File: src/hdl/tdsr_pkg.sv
package tdsr_pkg;

  // clock periods of the two domains
  localparam int SYS_PERIOD_NS = 8;
  localparam int LINK_PERIOD_NS = 80;

  // decoded digit width and pulses per readout
  localparam int DIGIT_W = 4;
  localparam logic [2:0] SHIFT_PULSES = 3'h4;
  localparam logic [3:0] DIGIT_RST = 4'h0;

  // internal guard times of the validated variant, link clock cycles
  localparam int GUARD_ON_NS = 20000;
  localparam int GUARD_OFF_NS = 20000;
  localparam logic [8:0] GUARD_ON_CYC =
    9'((GUARD_ON_NS + LINK_PERIOD_NS - 1) / LINK_PERIOD_NS);
  localparam logic [8:0] GUARD_OFF_CYC =
    9'((GUARD_OFF_NS + LINK_PERIOD_NS - 1) / LINK_PERIOD_NS);

  // software guard time of the controller, sys_clk cycles (> 4096)
  localparam int SW_GUARD_NS = 40000;
  localparam int SW_GUARD_CYC_DEF =
    (SW_GUARD_NS + SYS_PERIOD_NS - 1) / SYS_PERIOD_NS;

  // half period of one shift pulse, sys_clk cycles
  localparam int SHIFT_HALF_NS = 800;
  localparam logic [7:0] SHIFT_HALF_CYC =
    8'((SHIFT_HALF_NS + SYS_PERIOD_NS - 1) / SYS_PERIOD_NS);

  // tone pair to digit code, index = {low group row, high group column}
  function automatic logic [3:0] tdsr_decode(input logic [1:0] row,
                                             input logic [1:0] col);
    logic [3:0] code;
    code = 4'h0;
    unique case ({row, col})
      4'h0: code = 4'h1;
      4'h1: code = 4'h2;
      4'h2: code = 4'h3;
      4'h3: code = 4'hd;
      4'h4: code = 4'h4;
      4'h5: code = 4'h5;
      4'h6: code = 4'h6;
      4'h7: code = 4'he;
      4'h8: code = 4'h7;
      4'h9: code = 4'h8;
      4'ha: code = 4'h9;
      4'hb: code = 4'hf;
      4'hc: code = 4'hb;
      4'hd: code = 4'ha;
      4'he: code = 4'hc;
      4'hf: code = 4'h0;
    endcase
    return code;
  endfunction : tdsr_decode

endpackage : tdsr_pkg

File: src/hdl/tdsr_if.sv
`timescale 1ns/1ps
// pins between the tone receiver and its controller
interface tdsr_if;
  logic early_tone_flag;
  logic validated_digit_flag;
  logic serial_cadence_out;
  logic shift_pulse;
  logic shift_pulse_oe;
  logic power_down_in;
  logic power_down_oe;

  modport dev (
    output early_tone_flag,
    output validated_digit_flag,
    output serial_cadence_out,
    input shift_pulse,
    input shift_pulse_oe,
    input power_down_in,
    input power_down_oe
  );

  modport host (
    input early_tone_flag,
    input validated_digit_flag,
    input serial_cadence_out,
    output shift_pulse,
    output shift_pulse_oe,
    output power_down_in,
    output power_down_oe
  );
endinterface : tdsr_if

File: src/hdl/tdsr_dev.sv
`timescale 1ns/1ps
// Notes on behaviour
// - early variant: flag follows tone, no guard
// - controller applies software guard on early flag
// - validated flag rises only after guard time
// - sixteen tone pairs map to distinct codes
// - four pulses after flag shift digit out
// - first pulse rise latches whole digit
// - output pin shared with call progress cadence
// - power down holds serial output low
// - power down holds both flags low
// - high power-down input enters low power
// - power-down input pulled down internally
// - shift pulse idles low, pulled down internally
// - shift pulse held low during power down
// - first rise gives lsb, then ascending bits
// - partial readout blocks new digit capture
// - pulses past fourth ignored until flag rises
// - digit bits from first rise to fourth fall
module tdsr_dev
  import tdsr_pkg::*;
#(
  parameter bit VALIDATED_VARIANT = 1'b0
)
(
  input wire logic link_clk,
  input wire logic link_rst,
  input wire logic tone_present,
  input wire logic [1:0] low_group,
  input wire logic [1:0] high_group,
  input wire logic call_progress,
  output logic powered_down,
  tdsr_if.dev link
);

  typedef enum logic [1:0] {TDSR_IDLE, TDSR_ARMED, TDSR_SHIFT} tdsr_dev_e;

  logic ack_s1_ff;
  logic ack_s2_ff;
  logic ack_s3_ff;
  logic pd_s1_ff;
  logic pd_s2_ff;
  logic ack_pin;
  logic pd_pin;
  logic ack_rise;
  logic ack_fall;
  logic [3:0] digit_ff;
  logic early_ff;
  logic val_ff;
  logic [8:0] guard_cnt_ff;
  logic steer;
  logic steer_d_ff;
  logic steer_rise;
  tdsr_dev_e state_ff;
  tdsr_dev_e nxt_state;
  logic [2:0] cnt_ff;
  logic [2:0] nxt_cnt;
  logic [3:0] shreg_ff;
  logic [3:0] nxt_shreg;
  logic pend_ff;
  logic nxt_pend;
  logic sout_ff;
  logic nxt_sout;

  // an undriven pin reads low, as the internal pull-downs make it
  // pull-down on power-down
  assign pd_pin = link.power_down_oe & link.power_down_in;
  assign ack_pin = link.shift_pulse_oe & link.shift_pulse;

  // pins come from the controller's clock, so two flops first
  always_ff @(posedge link_clk)
  begin
    if (link_rst)
    begin
      ack_s1_ff <= 1'b0;
      ack_s2_ff <= 1'b0;
      ack_s3_ff <= 1'b0;
      pd_s1_ff <= 1'b0;
      pd_s2_ff <= 1'b0;
    end
    else
    begin
      ack_s1_ff <= ack_pin;
      ack_s2_ff <= ack_s1_ff;
      ack_s3_ff <= ack_s2_ff;
      pd_s1_ff <= pd_pin;
      pd_s2_ff <= pd_s1_ff;
    end
  end

  // edges are taken from the second and third stages only
  assign ack_rise = ack_s2_ff & ~ack_s3_ff;
  assign ack_fall = ~ack_s2_ff & ack_s3_ff;

  assign powered_down = pd_s2_ff;

  // decoded digit follows the detector while a tone is present and power down is off
  always_ff @(posedge link_clk)
  begin
    if (link_rst)
      digit_ff <= DIGIT_RST;
    else if (tone_present && !pd_s2_ff)
      digit_ff <= tdsr_decode(low_group, high_group);
  end

  // early flag: no validation, just presence
  always_ff @(posedge link_clk)
  begin
    if (link_rst)
      early_ff <= 1'b0;
    else
      early_ff <= tone_present & ~pd_s2_ff;
  end

  // validated flag: tone must persist for the on guard, and be
  // absent for the off guard before it drops, so dropouts are bridged
  always_ff @(posedge link_clk)
  begin
    if (link_rst || pd_s2_ff)
    begin
      val_ff <= 1'b0;
      guard_cnt_ff <= 9'h000;
    end
    else if (val_ff == tone_present)
      guard_cnt_ff <= 9'h000;
    else if (!val_ff && guard_cnt_ff == GUARD_ON_CYC - 9'h001)
    begin
      val_ff <= 1'b1;
      guard_cnt_ff <= 9'h000;
    end
    else if (val_ff && guard_cnt_ff == GUARD_OFF_CYC - 9'h001)
    begin
      val_ff <= 1'b0;
      guard_cnt_ff <= 9'h000;
    end
    else
      guard_cnt_ff <= guard_cnt_ff + 9'h001;
  end

  // the steering flag of the built variant arms the readout
  assign steer = VALIDATED_VARIANT ? val_ff : early_ff;

  always_ff @(posedge link_clk)
  begin
    if (link_rst)
      steer_d_ff <= 1'b0;
    else
      steer_d_ff <= steer;
  end

  assign steer_rise = steer & ~steer_d_ff;

  // readout sequencer
  always_comb
  begin
    nxt_state = state_ff;
    nxt_cnt = cnt_ff;
    nxt_shreg = shreg_ff;
    nxt_pend = pend_ff;
    unique case (state_ff)
      TDSR_IDLE:
      begin
        if (steer_rise)
          nxt_state = TDSR_ARMED;
      end
      TDSR_ARMED:
      begin
        if (ack_rise)
        begin
          nxt_shreg = digit_ff;
          nxt_cnt = 3'h1;
          nxt_state = TDSR_SHIFT;
        end
      end
      TDSR_SHIFT:
      begin
        if (steer_rise)
          nxt_pend = 1'b1;
        if (ack_rise && cnt_ff != SHIFT_PULSES)
        begin
          nxt_shreg = {1'b0, shreg_ff[3:1]};
          nxt_cnt = cnt_ff + 3'h1;
        end
        else if (ack_fall && cnt_ff == SHIFT_PULSES)
        begin
          // back to cadence on fourth fall
          nxt_cnt = 3'h0;
          nxt_pend = 1'b0;
          nxt_state = (pend_ff || steer_rise) ? TDSR_ARMED : TDSR_IDLE;
        end
      end
    endcase
  end

  // power down abandons any readout; the controller is expected to
  // keep the shift pulse low then, so nothing is lost in practice
  always_ff @(posedge link_clk)
  begin
    if (link_rst || pd_s2_ff)
    begin
      state_ff <= TDSR_IDLE;
      cnt_ff <= 3'h0;
      shreg_ff <= DIGIT_RST;
      pend_ff <= 1'b0;
    end
    else
    begin
      state_ff <= nxt_state;
      cnt_ff <= nxt_cnt;
      shreg_ff <= nxt_shreg;
      pend_ff <= nxt_pend;
    end
  end

  // pin mux: low in power down, digit bit while shifting, cadence otherwise
  always_comb
  begin
    if (pd_s2_ff)
      nxt_sout = 1'b0;
    else if (nxt_state == TDSR_SHIFT)
      nxt_sout = nxt_shreg[0];
    else
      nxt_sout = call_progress;
  end

  always_ff @(posedge link_clk)
  begin
    if (link_rst)
      sout_ff <= 1'b0;
    else
      sout_ff <= nxt_sout;
  end

  // only the flag of the built variant exists; the other stays low
  assign link.early_tone_flag = VALIDATED_VARIANT ? 1'b0 : early_ff;
  assign link.validated_digit_flag = VALIDATED_VARIANT ? val_ff : 1'b0;
  assign link.serial_cadence_out = sout_ff;

endmodule : tdsr_dev

File: src/flat_wrapper.sv
// flat-port wrapper written by rule: the top's interface ports become plain ports
module tdsr_dev_flat import tdsr_pkg::*;
#(
  parameter bit VALIDATED_VARIANT = 1'b0
)
  (link_clk, link_rst, tone_present, low_group, high_group, call_progress, powered_down, link_early_tone_flag, link_validated_digit_flag, link_serial_cadence_out, link_shift_pulse, link_shift_pulse_oe, link_power_down_in, link_power_down_oe);
  tdsr_if link_i ();
  input wire logic link_clk;
  input wire logic link_rst;
  input wire logic tone_present;
  input wire logic [1:0] low_group;
  input wire logic [1:0] high_group;
  input wire logic call_progress;
  output logic powered_down;
  output wire logic [$bits(link_i.early_tone_flag)-1:0] link_early_tone_flag;
  output wire logic [$bits(link_i.validated_digit_flag)-1:0] link_validated_digit_flag;
  output wire logic [$bits(link_i.serial_cadence_out)-1:0] link_serial_cadence_out;
  input wire logic [$bits(link_i.shift_pulse)-1:0] link_shift_pulse;
  input wire logic [$bits(link_i.shift_pulse_oe)-1:0] link_shift_pulse_oe;
  input wire logic [$bits(link_i.power_down_in)-1:0] link_power_down_in;
  input wire logic [$bits(link_i.power_down_oe)-1:0] link_power_down_oe;
  assign link_early_tone_flag = link_i.early_tone_flag;
  assign link_validated_digit_flag = link_i.validated_digit_flag;
  assign link_serial_cadence_out = link_i.serial_cadence_out;
  assign link_i.shift_pulse = link_shift_pulse;
  assign link_i.shift_pulse_oe = link_shift_pulse_oe;
  assign link_i.power_down_in = link_power_down_in;
  assign link_i.power_down_oe = link_power_down_oe;
  tdsr_dev #(.VALIDATED_VARIANT(VALIDATED_VARIANT)) u_core (.link_clk(link_clk), .link_rst(link_rst), .tone_present(tone_present), .low_group(low_group), .high_group(high_group), .call_progress(call_progress), .powered_down(powered_down), .link(link_i));
endmodule
File: config.mk
export PLATFORM = sky130hd
export DESIGN_NAME = tdsr_dev_flat
export DESIGN_NICKNAME = d
export VERILOG_FILES = /design/src/hdl/tdsr_pkg.sv /design/src/hdl/tdsr_if.sv /design/src/hdl/tdsr_dev.sv /design/src/flat_wrapper.sv
export SDC_FILE = /design/constraint.sdc
export NUM_CORES = 1
export LEC_CHECK = 0
export ABC_AREA = 1
export BUFFER_PORTS_ARGS = -buffer_cell sky130_fd_sc_hd__buf_2
export CORE_MARGIN = 2
export CORE_UTILIZATION = 35
export CTS_CLUSTER_DIAMETER = 120
export DETAILED_ROUTE_END_ITERATION = 6
export HOLD_SLACK_MARGIN = 0.05
export PLACE_DENSITY = 0.61
export SLEW_MARGIN = 30
export SYNTH_ARGS = -nofsm -noshare
export SYNTH_HDL_FRONTEND = slang
export SYNTH_SLANG_ARGS = --single-unit
File: constraint.sdc
create_clock -name link_clk -period 1.5 [get_ports link_clk]
set_input_delay 0.075 -clock link_clk [delete_from_list [all_inputs] [get_ports link_clk]]
set_output_delay 0.075 -clock link_clk [all_outputs]
set_load 0.02 [all_outputs]
# Word level (Yosys, flattened, before mapping)
# Memories as Yosys holds them, arrays and structs flattened. A register that Yosys moved wholly into a read port is not among the register bits.
# Index checks and enable logic that the tools add are counted.
# op_classes
n_eq_ne	8
reduce_logical	11
mux	17
bitwise	10
addsub	1
# ops
cell	count
3-bit two-way mux	3
2-bit two-way mux	4
4-bit two-way mux	2
4-bit one-hot mux with 2 select lines	1
1-bit bitwise AND	6
2-bit one-hot mux with 3 select lines	1
3-bit one-hot mux with 2 select lines	1
3-bit AND reduction	2
1-bit two-way mux	5
2-bit equality test (second input constant)	2
2-bit by 1-bit != test with 1-bit output (second input constant)	2
1-bit inverter	4
3-bit by 1-bit adder with 3-bit output (second input constant)	1
3-bit equality test (second input constant)	1
1-bit logical AND	3
3-bit by 1-bit != test with 1-bit output (second input constant)	1
3-bit != test (second input constant)	1
2-bit by 1-bit equality test with 1-bit output (second input constant)	1
2-bit logical NOT	1
1-bit logical OR	2
2-bit nonzero test	1
2-bit OR reduction	1
1-bit logical NOT	1
# word_totals
elab_cells	61
mem_bits_ro	64
regBits	18
n_memories	1
inputBits	12
output_inout_bits	4
# memory_table
name	words	word_bits	read_ports	rd_clocked_by_memory_dff	write_ports	line_no	text
(no name shown)	16	4	1	1	0	tdsr_pkg.sv:35	unique case ({row, col})

# Longest topological paths before layout
# depth
ltp_word	9
ltp_mapped	12
mapped_depth_nobuf	12

# Worst setup path before layout
# OpenSTA, ideal clock, no wires.
# synth_path
kind	register to register
start	register u_core.state_ff[0]
end	register u_core.sout_ff (netlist: u_core.link.serial_cadence_out)
setup_ns	0.115
period_less_slack_ns	1.449
path_stages_with_launch	12
required_ns	1.385
slack_ns	0.051
path_buffers	0
arrival_time_ns	1.334
cell_sequence	dfxtp_1 inv_1 ha_1 inv_2 nand2_1 nand2_1 nor2_2 nor2_2 nor2_2 nand3_2 nand2_1 nor2_1
# synth_via
elab_chain_cells	5
elab_cells_between_ends	11
cone_classes	eq/ne (3); mux (7); reduce/logical (1)
# synth_rtl
element	line_no	text
start, declared	tdsr_dev.sv:54	tdsr_dev_e state_ff;
start signal, assigned	tdsr_dev.sv:208	state_ff <= nxt_state;
2-bit two-way mux	tdsr_dev.sv:184	else if (ack_fall && cnt_ff == SHIFT_PULSES)
2-bit two-way mux	tdsr_dev.sv:179	if (ack_rise && cnt_ff != SHIFT_PULSES)
2-bit one-hot mux with 3 select lines	tdsr_dev.sv:160	unique case (state_ff)
2-bit equality test	tdsr_dev.sv:220	else if (nxt_state == TDSR_SHIFT)
1-bit two-way mux (*)	tdsr_dev.sv:220	
end signal, assigned	tdsr_dev.sv:231	sout_ff <= nxt_sout;
end, declared	tdsr_dev.sv:62	logic sout_ff;
# Mark *: on every way between the ends. The rest lies on a longest branch, timed or not.
# A chain may end at the register's enable or synchronous reset.

# Final worst setup path
# Same ends and word-level chain as after synthesis.

==> reports/qor.yml <==
critical_path:
  worstPathCellList: "inv_1, ha_4, inv_2, nand2_1, nand2_1, nor2_2, nor2_2, nor2_2, nand3_2, nand2_1, nor2_1"
  end_kind: "flip-flop"
  critPathBufInv: 2
  crit_slowest_cell: "dfxtp_2"
  cp.arrival_ps: 1650
  slowest_delay_ps: 340
  crit_family: "simple AND/OR/NAND/NOR gates"
  cp_max_fo: 4
  crit_type: "reg -> reg"
  start_kind: "flip-flop"
  crit_required_ps: 1730
flow_run:
  cap_violations: 0
clocking:
  cts.sinks: 22
  cts_tree: "yes"
  clkLatencyLatePin_ps: 320
  clockBufferDepth: 2
  htreeDepth: 1
  root_buffer: "clkbuf_4"
  clkSlewWorstSetupHoldPaths_ps: 130
  cts_buffers: 3
sta:
  finalCritPeriodShare_pct: 94.5
  timing.final.ws_setup_ps: 82.2
  skew_ps: 2.61
  worst_hold_slack_ps: 61.5
  rsz0062_at_grt: "true"
  fmax_ghz: 0.705
  finalSetupViolCount: 0
  period_needed_ps: 1420
  drv_slew: 0
  finalHoldViolations: 0
global_routing:
  grt_max_degree: 14
  grt_use_total_pct: 14.4
  first_global_vias: 1043
  grt.overflow.total: 0
  grt_pass1_wl_mm: 4.60
  antenna_found_initial: 0
cells_and_area:
  multi_input_area_um2: 728
  postLayoutCellArea_um2: 1610
  fin_nets: 229
  drive_above_1_share_pct: 32.0
  fillers: 338
  seqCellArea_um2: 448
  fin_cells: 252
  diodes: 0
  syn_to_final_growth_pct: 28.8
floorplanning:
  coreArea_um2: 3390
  initial_core_util_pct: 36.8
  die_w_um: 63.7
  io-pin-count: 16
  dieArea_um2: 4050
  rows: 21
  fp.dieH_um: 63.7
place:
  hpwl_mm: 1.86
  dp_cells: 241
  detailedPlace.worstSlack_ps: 13.2
  place_area_um2: 1440
  io_buffers: 14
  gp_congestion: 0.789
route:
  wl_per_cell_um: 9.99
  drtIter0Drc: 43
  drc: 0
  drt_pre_antenna_iters: 4
  ant_nets: 0
  vias: 1136
  totalWireLength_mm: 2.52
  viasPerCell: 4.51
synthesis:
  synth_cells: 173
  ys_seq_area_share_pct: 35.3
  synthArstFlopShare_pct: 0
  syn-mean-instance-area_um2: 7.20
  synth_top_flop_cell: "dfxtp_1"
  synth_enable_flop_cells: 0
  mappedNetlistArea_um2: 1250
  yosysMostFrequentCell: "nand2_1"
  synthTopCellsByArea: "dfxtp_1, nand2_1, ha_1, inv_1, a21oi_1"
  ys_ff_latch: 22
  synth_compound_area_share_pct: 16.1
  synth_commonest_cells: "nand2_1, inv_1, dfxtp_1"
  synth_simple_gate_area_share_pct: 27.9
  synthXorXnorAreaFrac_pct: 0.703
  synth.distinct_cells: 26
  yosysTopAreaCellShare_pct: 35.3
  synth_warnings: 0
  syn_nets: 195
  yosys.area.top_type: "dfxtp_1"
  synth_top_family_by_area: "simple AND/OR/NAND/NOR gates"
  synth-adder-area-share_pct: 10.0
  synth_mux_area_share_pct: 0
power_and_ir_drop:
  p_leak_nw: 0.777
  p_per_area_nw_per_um2: 799
  total_power_w: 0.00128
  ir_worst_vdd_uv: 631
min_path:
  min_path_type: "in -> reg"
outcome:
  outcome: "finished clean"
## final timing paths
| kind | startpoint | to | slack [ps] | depth (start not counted) |
|---|---|---|---|---|
| setup / recovery | u_core.state_ff[0] | u_core.link.serial_cadence_out | 80 | 11 |
| hold / removal | link_rst | u_core.powered_down | 60 | 2 |
| setup reg to reg | u_core.state_ff[0] | u_core.link.serial_cadence_out | 80 | 11 |
| hold reg to reg | u_core.pd_s1_ff | u_core.powered_down | 410 | 2 |
## final cells by class
cell class / count / share of cell area [%]
well taps: 46 / 3.59
multi-input cells: 120 / 45.4
flip-flops and latches: 22 / 27.9
inverters: 29 / 6.78
clock inverters: 1 / 1.87
repair buffers: 31 / 13.1
clock buffers: 3 / 1.40
## kinds of logic after synthesis
family / after synthesis
fa+ha+maj: 10
compound gates: 35
other cells: 1
buf+inv: 31
xor+xnor: 1
flops: 22
simple gates: 73
## registers in the layout, indices dropped and copies added (netlist names)
signal                          count
u_core.cnt_ff                       3
u_core.powered_down                 1
u_core.ack_s3_ff                    1
u_core.steer_d_ff                   1
u_core.pd_s1_ff                     1
u_core.shreg_ff                     4
u_core.ack_s2_ff                    1
u_core.pend_ff                      1
u_core.state_ff                     2
u_core.digit_ff                     4
u_core.ack_s1_ff                    1
u_core.link.early_tone_flag         1
u_core.link.serial_cadence_out      1
## layer usage
layer	global-route usage, %	wire length [µm]
met5	0	0
met4	4.89	10
met3	3.75	90
met2	22.9	1140
met1	18.9	1280
## where the power goes
group	switching [W]	total (W)	internal (W)	leakage [nW]
Sequential	0.0000112	0.000618	0.000607	0.182
Clock	0.000195	0.000465	0.000270	0.0279
Combinational	0.000113	0.000199	0.0000859	0.567
Total	0.000320	0.00128	0.000963	0.777
## timing repair
item                                   in CTS  in global routing
setup endpoints to repair                   1                  8
pin swaps                                   0                  4
buffers inserted                            0                  2
hold buffers                                5                  0
endpoints found under the hold margin       3                  0
resized for setup                           1                 15
gates cloned                                0                  0
## cells in the final DEF, fill, tap and decap left out, types with 4 or more instances in the layout
cell,synthesis,final
buf_4,1,12
dlygate4sd3_1,0,5
dfxtp_1,22,18
ha_1,10,7
nor2_2,6,6
nand2_1,35,34
inv_1,24,23
nand3_1,4,4
o21ai_0,12,11
a21oi_1,15,13
buf_2,0,14
nor2_1,16,16
inv_2,5,6
nand2_2,5,5
## per-stage QoR
stage / TNS [ps] / util [%]
final: 0 / 47.4
after global routing: -11.0 / 47.4
after CTS: 0 / 45.5
after detailed placement: 0 / 42.4
after global placement: 0 / 42.4
after floorplan: 0 / -
No activity file was read; power rests on OpenSTA's default activity.
